### src/logic/ppfs_defs.svh
// Constants for the port pin function select block
`ifndef PPFS_DEFS_SVH
`define PPFS_DEFS_SVH

// Register word indices, byte address is four times the index
`define PPFS_OFF_A_SEL     2'h0
`define PPFS_OFF_A_DIR     2'h1
`define PPFS_OFF_B_UPPER   2'h2
`define PPFS_OFF_B_LOWER   2'h3

// Reset values
`define PPFS_RST_WORD      16'h0000

// Writable bit masks
`define PPFS_A_SEL_MASK    16'h3FFF
`define PPFS_A_DIR_MASK    16'h3FF7

// Port A pin classes
`define PPFS_A_INV_MASK    14'h0080
`define PPFS_A_FIXED_MASK  14'h0008
`define PPFS_A_RSVD_MASK   14'h0001
`define PPFS_A_DRIVE_MASK  14'h019A

// Port A pin numbers
`define PPFS_PIN_RX_CLK    13
`define PPFS_PIN_RX_SYNC   12
`define PPFS_PIN_RX_DATA   11
`define PPFS_PIN_TX_CLK    10
`define PPFS_PIN_TX_SYNC   9
`define PPFS_PIN_TX_DATA   8
`define PPFS_PIN_WDT       7
`define PPFS_PIN_TMR_CLK   6
`define PPFS_PIN_CAPTURE   5
`define PPFS_PIN_CMP_A     4
`define PPFS_PIN_CLK_OUT   3
`define PPFS_PIN_LINK      2
`define PPFS_PIN_ETH_OUT   1

// Port B field code for general I/O
`define PPFS_B_GPIO        2'h0

// Bus answers
`define PPFS_RESP_OKAY     2'h0
`define PPFS_RESP_SLVERR   2'h2

`endif

### src/logic/ppfs_pkg.sv
// Types for the port pin function select block
package ppfs_pkg;
	// Peripheral signals that drive port A pins
	typedef struct packed {
		logic tx_sync_out;
		logic tx_sync_drive;
		logic tx_data;
		logic wdt_overflow;
		logic cmp_out_a;
		logic cmp_out_b;
		logic periph_clock;
		logic eth_out;
	} ppfs_a_drv_t;
	// Port A pin levels delivered to peripherals
	typedef struct packed {
		logic rx_clock;
		logic rx_sync;
		logic rx_data;
		logic tx_clock;
		logic tx_sync_in;
		logic timer_clock;
		logic capture;
		logic link_status;
	} ppfs_a_rcv_t;
	// Port B peripheral lanes, one per non-zero field code
	typedef logic [3:1][15:0] ppfs_b_lanes_t;
endpackage

### src/logic/ppfs_top.sv
// Port pin function select: registers, pin multiplexing, bus slave
//
// Implementation choices: the placing of the registers and the AXI4-Lite slave port.
`timescale 1ns/10ps
`include "ppfs_defs.svh"

module ppfs_top #(
	parameter int AW = 32
) (
	input  wire logic                  clock_i,
	input  wire logic                  reset_i,
	input  wire logic [AW-1:0]         s_axi_awaddr_i,
	input  wire logic                  s_axi_awvalid_i,
	output logic                       s_axi_awready_o,
	input  wire logic [31:0]           s_axi_wdata_i,
	input  wire logic [3:0]            s_axi_wstrb_i,
	input  wire logic                  s_axi_wvalid_i,
	output logic                       s_axi_wready_o,
	output logic [1:0]                 s_axi_bresp_o,
	output logic                       s_axi_bvalid_o,
	input  wire logic                  s_axi_bready_i,
	input  wire logic [AW-1:0]         s_axi_araddr_i,
	input  wire logic                  s_axi_arvalid_i,
	output logic                       s_axi_arready_o,
	output logic [31:0]                s_axi_rdata_o,
	output logic [1:0]                 s_axi_rresp_o,
	output logic                       s_axi_rvalid_o,
	input  wire logic                  s_axi_rready_i,
	input  wire logic [13:0]           a_pin_i,
	output logic [13:0]                a_pin_o,
	output logic [13:0]                a_pin_oe_n_o,
	input  wire logic [13:0]           a_data_i,
	output logic [13:0]                a_gpio_in_o,
	input  wire ppfs_pkg::ppfs_a_drv_t a_periph_i,
	output ppfs_pkg::ppfs_a_rcv_t      a_periph_o,
	input  wire logic [15:0]           b_pin_i,
	output logic [15:0]                b_pin_o,
	output logic [15:0]                b_pin_oe_n_o,
	input  wire logic [15:0]           b_data_i,
	input  wire logic [15:0]           b_dir_i,
	output logic [15:0]                b_gpio_in_o,
	input  wire ppfs_pkg::ppfs_b_lanes_t b_lane_out_i,
	input  wire ppfs_pkg::ppfs_b_lanes_t b_lane_drive_i,
	output ppfs_pkg::ppfs_b_lanes_t    b_lane_in_o
);

	// Address must reach the four register words
	if (AW < 4) begin : g_aw_check
		$error("ppfs_top: AW below 4");
	end

	// Register state
	logic [15:0]               a_sel;
	logic [15:0]               a_dir;
	logic [15:0]               b_upper;
	logic [15:0]               b_lower;
	logic [AW-1:0]             wr_addr;
	logic [31:0]               wr_data;
	logic [3:0]                wr_strb;

	// Decode: bit 2 hit, bits 1:0 word index
	function automatic logic [2:0] decode(input logic [AW-1:0] addr);
		decode = {(addr >> 4) == '0 && addr[1:0] == 2'h0, addr[3:2]};
	endfunction

	// Byte-lane merge of a 16-bit register under a writable mask
	function automatic logic [15:0] merge(
		input logic [15:0] old,
		input logic [31:0] data,
		input logic [3:0]  strb,
		input logic [15:0] mask
	);
		logic [15:0] lanes;
		lanes = {{8{strb[1]}}, {8{strb[0]}}} & mask;
		merge = (old & ~lanes) | (data[15:0] & lanes);
	endfunction

	// Bus decode
	wire  [2:0]  wr_dec  = decode(wr_addr);
	wire  [2:0]  rd_dec  = decode(s_axi_araddr_i);
	wire         do_write = !s_axi_awready_o && !s_axi_wready_o && !s_axi_bvalid_o;
	wire         wr_hit  = do_write && wr_dec[2];
	wire         rd_take = s_axi_arvalid_i && s_axi_arready_o;

	// Read selection, bits outside the writable masks read as zero, reserved pin 0 bits read back as written
	logic [15:0] rd_word;
	always_comb begin
		case (rd_dec[1:0])
			`PPFS_OFF_A_SEL:   rd_word = a_sel & `PPFS_A_SEL_MASK;
			`PPFS_OFF_A_DIR:   rd_word = a_dir & `PPFS_A_DIR_MASK;
			`PPFS_OFF_B_UPPER: rd_word = b_upper;
			`PPFS_OFF_B_LOWER: rd_word = b_lower;
			default:           rd_word = `PPFS_RST_WORD;
		endcase
	end

	// Write channel handshakes and response
	always_ff @(posedge clock_i) begin
		if (reset_i) begin
			s_axi_awready_o <= 1'b1;
			s_axi_wready_o  <= 1'b1;
			s_axi_bvalid_o  <= 1'b0;
			s_axi_bresp_o   <= `PPFS_RESP_OKAY;
			wr_addr         <= '0;
			wr_data         <= '0;
			wr_strb         <= '0;
		end else begin
			if (s_axi_awvalid_i && s_axi_awready_o) begin
				wr_addr         <= s_axi_awaddr_i;
				s_axi_awready_o <= 1'b0;
			end
			if (s_axi_wvalid_i && s_axi_wready_o) begin
				wr_data        <= s_axi_wdata_i;
				wr_strb        <= s_axi_wstrb_i;
				s_axi_wready_o <= 1'b0;
			end
			if (do_write) begin
				s_axi_bvalid_o <= 1'b1;
				s_axi_bresp_o  <= wr_dec[2] ? `PPFS_RESP_OKAY : `PPFS_RESP_SLVERR;
			end
			if (s_axi_bvalid_o && s_axi_bready_i) begin
				s_axi_bvalid_o  <= 1'b0;
				s_axi_awready_o <= 1'b1;
				s_axi_wready_o  <= 1'b1;
			end
		end
	end

	// Read channel, answer at the edge after the address is taken
	always_ff @(posedge clock_i) begin
		if (reset_i) begin
			s_axi_arready_o <= 1'b1;
			s_axi_rvalid_o  <= 1'b0;
			s_axi_rdata_o   <= '0;
			s_axi_rresp_o   <= `PPFS_RESP_OKAY;
		end else if (rd_take) begin
			s_axi_arready_o <= 1'b0;
			s_axi_rvalid_o  <= 1'b1;
			s_axi_rdata_o   <= {16'h0000, rd_dec[2] ? rd_word : `PPFS_RST_WORD};
			s_axi_rresp_o   <= rd_dec[2] ? `PPFS_RESP_OKAY : `PPFS_RESP_SLVERR;
		end else if (s_axi_rvalid_o && s_axi_rready_i) begin
			s_axi_rvalid_o  <= 1'b0;
			s_axi_arready_o <= 1'b1;
		end
	end

	// Configuration registers, cleared only by the power-on reset input
	always_ff @(posedge clock_i) begin
		if (reset_i) begin
			a_sel   <= `PPFS_RST_WORD;
			a_dir   <= `PPFS_RST_WORD;
			b_upper <= `PPFS_RST_WORD;
			b_lower <= `PPFS_RST_WORD;
		end else if (wr_hit) begin
			case (wr_dec[1:0])
				`PPFS_OFF_A_SEL:   a_sel   <= merge(a_sel, wr_data, wr_strb,
				                                    `PPFS_A_SEL_MASK);
				`PPFS_OFF_A_DIR:   a_dir   <= merge(a_dir, wr_data, wr_strb,
				                                    `PPFS_A_DIR_MASK);
				`PPFS_OFF_B_UPPER: b_upper <= merge(b_upper, wr_data, wr_strb, 16'hFFFF);
				`PPFS_OFF_B_LOWER: b_lower <= merge(b_lower, wr_data, wr_strb, 16'hFFFF);
				default:           a_sel   <= a_sel;
			endcase
		end
	end

	// Port A ownership: bit 7 inverted, bit 3 always peripheral, bit 0 reserved
	wire  [13:0] a_own = ((a_sel[13:0] ^ `PPFS_A_INV_MASK) | `PPFS_A_FIXED_MASK)
	                     & ~`PPFS_A_RSVD_MASK;

	// Port A peripheral output values per pin
	wire  [13:0] a_per_out = {
		4'h0,
		a_periph_i.tx_sync_out,
		a_periph_i.tx_data,
		a_periph_i.wdt_overflow,
		2'h0,
		a_periph_i.cmp_out_a,
		a_sel[`PPFS_PIN_CLK_OUT] ? a_periph_i.cmp_out_b
		                         : a_periph_i.periph_clock,
		1'b0,
		a_periph_i.eth_out,
		1'b0
	};

	// Port A peripheral drive per pin, transmit sync follows its owner
	wire  [13:0] a_per_drv = `PPFS_A_DRIVE_MASK
	                         | {4'h0, a_periph_i.tx_sync_drive, 9'h000};

	// Pin value and enable: peripheral or general I/O with direction
	wire  [13:0] next_a_pin = (a_own & a_per_out) | (~a_own & a_data_i);
	wire  [13:0] next_a_drv = (a_own & a_per_drv) | (~a_own & a_dir[13:0]);
	wire  [13:0] a_rx       = a_pin_i & a_own;

	// Port A pin levels handed to their peripherals
	ppfs_pkg::ppfs_a_rcv_t next_a_rcv;
	assign next_a_rcv.rx_clock    = a_rx[`PPFS_PIN_RX_CLK];
	assign next_a_rcv.rx_sync     = a_rx[`PPFS_PIN_RX_SYNC];
	assign next_a_rcv.rx_data     = a_rx[`PPFS_PIN_RX_DATA];
	assign next_a_rcv.tx_clock    = a_rx[`PPFS_PIN_TX_CLK];
	assign next_a_rcv.tx_sync_in  = a_rx[`PPFS_PIN_TX_SYNC];
	assign next_a_rcv.timer_clock = a_rx[`PPFS_PIN_TMR_CLK];
	assign next_a_rcv.capture     = a_rx[`PPFS_PIN_CAPTURE];
	assign next_a_rcv.link_status = a_rx[`PPFS_PIN_LINK];

	// Port B fields: upper register pins 15..8, lower pins 7..0
	wire  [31:0] b_fields = {b_upper, b_lower};

	// Port B per-pin selection
	logic [15:0]             next_b_pin;
	logic [15:0]             next_b_drv;
	ppfs_pkg::ppfs_b_lanes_t next_b_rcv;
	always_comb begin
		logic [1:0] code;
		code       = `PPFS_B_GPIO;
		next_b_pin = '0;
		next_b_drv = '0;
		next_b_rcv = '0;
		for (int i = 0; i < 16; i++) begin
			code = b_fields[2*i +: 2];
			if (code == `PPFS_B_GPIO) begin
				next_b_pin[i] = b_data_i[i];
				next_b_drv[i] = b_dir_i[i];
			end else begin
				next_b_pin[i]       = b_lane_out_i[code][i];
				next_b_drv[i]       = b_lane_drive_i[code][i];
				next_b_rcv[code][i] = b_pin_i[i];
			end
		end
	end

	// Registered pin side outputs
	always_ff @(posedge clock_i) begin
		if (reset_i) begin
			a_pin_o      <= '0;
			a_pin_oe_n_o <= '1;
			a_gpio_in_o  <= '0;
			a_periph_o   <= '0;
			b_pin_o      <= '0;
			b_pin_oe_n_o <= '1;
			b_gpio_in_o  <= '0;
			b_lane_in_o  <= '0;
		end else begin
			a_pin_o      <= next_a_pin;
			a_pin_oe_n_o <= ~next_a_drv;
			a_gpio_in_o  <= a_pin_i;
			a_periph_o   <= next_a_rcv;
			b_pin_o      <= next_b_pin;
			b_pin_oe_n_o <= ~next_b_drv;
			b_gpio_in_o  <= b_pin_i;
			b_lane_in_o  <= next_b_rcv;
		end
	end
endmodule

### config.mk
export PLATFORM = sky130hd
export DESIGN_NAME = ppfs_top
export DESIGN_NICKNAME = d
export VERILOG_FILES = /design/src/logic/ppfs_pkg.sv /design/src/logic/ppfs_top.sv
export VERILOG_INCLUDE_DIRS = /design/src /design/src/logic
export SDC_FILE = /design/constraint.sdc
export NUM_CORES = 1
export LEC_CHECK = 0
export BUFFER_PORTS_ARGS = -buffer_cell sky130_fd_sc_hd__buf_4
export CORE_ASPECT_RATIO = 0.6
export CORE_UTILIZATION = 35
export DETAILED_ROUTE_END_ITERATION = 10
export PLACE_DENSITY_LB_ADDON = 0.2
export REMOVE_ABC_BUFFERS = 1
export SYNTH_ARGS = -nofsm -noshare
export SYNTH_HDL_FRONTEND = slang
export SYNTH_SLANG_ARGS = --single-unit
### constraint.sdc
create_clock -name clock_i -period 2.65 [get_ports clock_i]
set_clock_uncertainty 0.1 [all_clocks]
set_input_delay 0.1325 -clock clock_i [delete_from_list [all_inputs] [get_ports clock_i]]
set_output_delay 0.1325 -clock clock_i [all_outputs]
set_load 0.01 [all_outputs]
==> results.md <==
- Critical Path Sink Type: register
- Initial Util: between 30% and 40%
- Antenna-violating nets left: 0
- RSZ-0062 raised after global routing: false
- Largest area contributor in the netlist: dfxtp_1
- Synthesized flop and latch total: roughly 280
- Register share of total power: ~44%
- Avg Inst Size Synth: between 10 and 15 um^2
- Setup TNS: 0 ns
- HPWL Detailed: 22.7 mm
- Combinational group share of total power: roughly 11%
- IO Count: approximately 470
- Main synth FF type: dfxtp_1
- Die height: approximately 140 um
- WP data arrival: roughly 2.7 ns
- Post-synthesis mux area share: between 15 and 20%
- Port buffer count: ~440
- Area grow syn2layout: 64.1%
- CTS clk-pin slew, worst paths: about 0.070 ns
- Slew @ Worst Pin: between 1 and 1.5 ns
- Synthesized area: roughly 0.010 mm^2
- Initial antenna violation count: 1
- Max_cap viols: 0
- Int Power: 7.62 mW
- Ys async rst share: 0%
- Routed WL per cell: approximately 17 um
- Clk_lat worst skew: between 0.5 and 0.6 ns
- Vias: about 9,300
- Cells after Synth: approximately 980
- Peak VDD IR: roughly 0.42 mV
- Gr usage total: 21.1%
- Global route overflow: 0
- Final Hold Viols: 0
- Core footprint: about 0.029 mm^2
- Xor and xnor fraction of the mapped netlist area: 0%
- F_max: ~0.42 GHz
- Fin. max-slew vios: 0
- Seq/Total Area, Yosys: 53.1%
- First-pass GRT wire length: a little over 50 mm
- WP data required: approximately 3.0 ns
- Final Setup Violations: 0
- Count of flip-flops with a built-in enable after synthesis: 0
- Final core utilization: 59.2%
- Layout cells sized above 1: approximately 34%
- Sink Count: 278
- Top cells by area, synth: dfxtp_1 53%, mux4_2 9.7%, mux2i_1 6.5%, nand2b_1 5.5%, nand2_1 5.4%
- Post-synth cell types: 38
- Leakage power: slightly below 8 nW
- Largest net degree at the start of global routing: 77
- Power Density: ~570 mW/mm^2
- Root buf cell: clkbuf_16
- Die ar.: 0.0307 mm^2
- Final period utilization: 90.2%
- RePlAce Congestion: 0.766
- Switching fraction of total power: roughly 22%
- Final wirelength: between 30 and 40 mm
- Compound-Gate Fraction of Synth Area: under 10%
- Rel. slew slack: about 29%
- Min Tclk post-route: 2.39 ns
- DRT Pass-1 Iters: 6
- Nets: between 1,500 and 2,000
- CP startpoint kind: register
- Dominant combinational cell family by area after synthesis: simple AND/OR/NAND/NOR gates
- Clk pwr share: between 40% and 50%
- Status: complete, no violations
- Dpl ws: between 0.3 and 0.4 ns
- Simple-gate share of the synthesized area: 22.3%
- Adder-cell share of the synthesized area: 0%
- Hold Slack: 0.154 ns
- Clock buffer count from CTS: 28
- Switch Pwr: between 2 and 2.5 mW
- CTS H-tree depth: 1
- TritonCTS clock tree: done
- Detailed Route Iter0 Violations: between 300 and 400
- Number of global-route vias before repair: 9,353
- Die X-Extent: roughly 230 um
- Synth Warn #: 0
- Synth top area share: 53.1%
- HP Class: in -> reg
- Maximum fanout along the worst path: 10
- Kind of critical path: reg -> reg
- Avg Vias per Cell: roughly 4.5
- Setup ws final: about 0.26 ns
- Row Count: 48
- Drt drc: 0
- Clk buf depth: 3
## layer usage
| layer | wire length [um] | track usage, % | up-vias |
|---|---|---|---|
| met5 | 0 | 0 | - |
| met4 | 551 | 4.35 | 0 |
| met3 | 1890 | 4.34 | 42 |
| met2 | 16500 | 37.1 | 257 |
| met1 | 14900 | 26.9 | 4384 |
| li1 | - | - | 4573 |
## kinds of logic (layout without fill, tap and decap cells)
kind of cell,after synthesis,in the layout
DFF,278,278
and+or+nand+nor,428,428
AOI/OAI and AO/OA,79,79
buffers and inverters,83,725
other,1,19
muxes,114,114
## cell usage in the layout (no fill, tap or decap), types with 4 or more instances in the layout
cell type,instances
buf_4,444
dfxtp_1,278
dlygate4sd3_1,208
nand2_1,151
nand2b_1,92
mux2i_1,68
a21oi_1,57
nor2_1,51
nor2b_1,49
mux4_2,45
clkbuf_16,29
conb_1,18
inv_1,17
and2_1,17
and3_1,16
and3b_1,13
o31a_1,13
nor4_1,9
nor4_4,6
or4_1,5
clkbuf_8,5
clkinv_2,5
bufinv_16,5
nor3_1,4
clkbuf_1,4
## power groups by stage
stage	Sequential, mW	Combinational (mW)	Clock [mW]
final	4.35	1.12	4.35
after global routing	4.36	1.20	4.62
after CTS	4.35	1.11	4.45
after detailed placement	4.44	0.861	0
after global placement	4.44	0.851	0
after floorplan	4.47	0.265	0
## through the flow
step / power, mW / std cells / cell area (um^2)
3_5_place_dp: 5.30 / 1782 / 14100
6_report: 9.82 / 2043 / 17200
3_3_place_gp: 5.29 / 1782 / 14100
5_1_grt: 10.2 / 2043 / 17200
4_1_cts: 9.91 / 2042 / 17200
2_1_floorplan: 4.74 / 934 / 10200
## synth_stat cells, types with 2 or more instances
library cell and number:
dfxtp_1 278, nand2_1 151, nand2b_1 92, mux2i_1 68, a21oi_1 57, nor2_1 51
nor2b_1 49, mux4_2 45, clkbuf_1 39, buf_4 19, and2_1 17, inv_1 17
and3_1 16, and3b_1 13, o31a_1 13, nor4_1 9, nor4_4 6, or4_1 5
buf_6 4, nor3_1 4, a21o_1 3, nand4_1 3, o21bai_1 3, buf_1 2
buf_2 2, nand3_1 2, o21ai_0 2, or3_1 2, or4b_1 2
## worst max-delay path, stage by stage (launching register included)
cell	delay, ns
dfxtp_1	0.32
nor4_1	0.40
nand3_2	0.32
or4_1	0.90
mux2i_1	0.21
## repair_timing
action,in CTS,in global routing
setup buffers,0,0
hold endpoints to repair,193,0
hold buffers,208,0
gates resized for setup,0,0
## final timing paths
path / from / slack, ns / endpoint / cells past startpoint
worst min register to register: register / 0.30 / a_pin_oe_n_o[6] / 1
worst max register to register: wr_addr[21] / 0.26 / register / 4
worst min-delay path: s_axi_araddr_i[2] / 0.15 / s_axi_rdata_o[14] / 4
worst max-delay path: wr_addr[21] / 0.26 / register / 4
## area by class of cell
cell class / instances / area [um^2]
repair buffers: 656 / 5490
fillers: 2489 / 11900
diodes: 1 / 2.50
well taps: 400 / 500
inverters: 17 / 63.8
flip-flops and latches: 278 / 5570
multi-input cells: 639 / 4570
clock inverters: 14 / 209
clock buffers: 38 / 810
No activity file was read; power rests on OpenSTA's default activity.
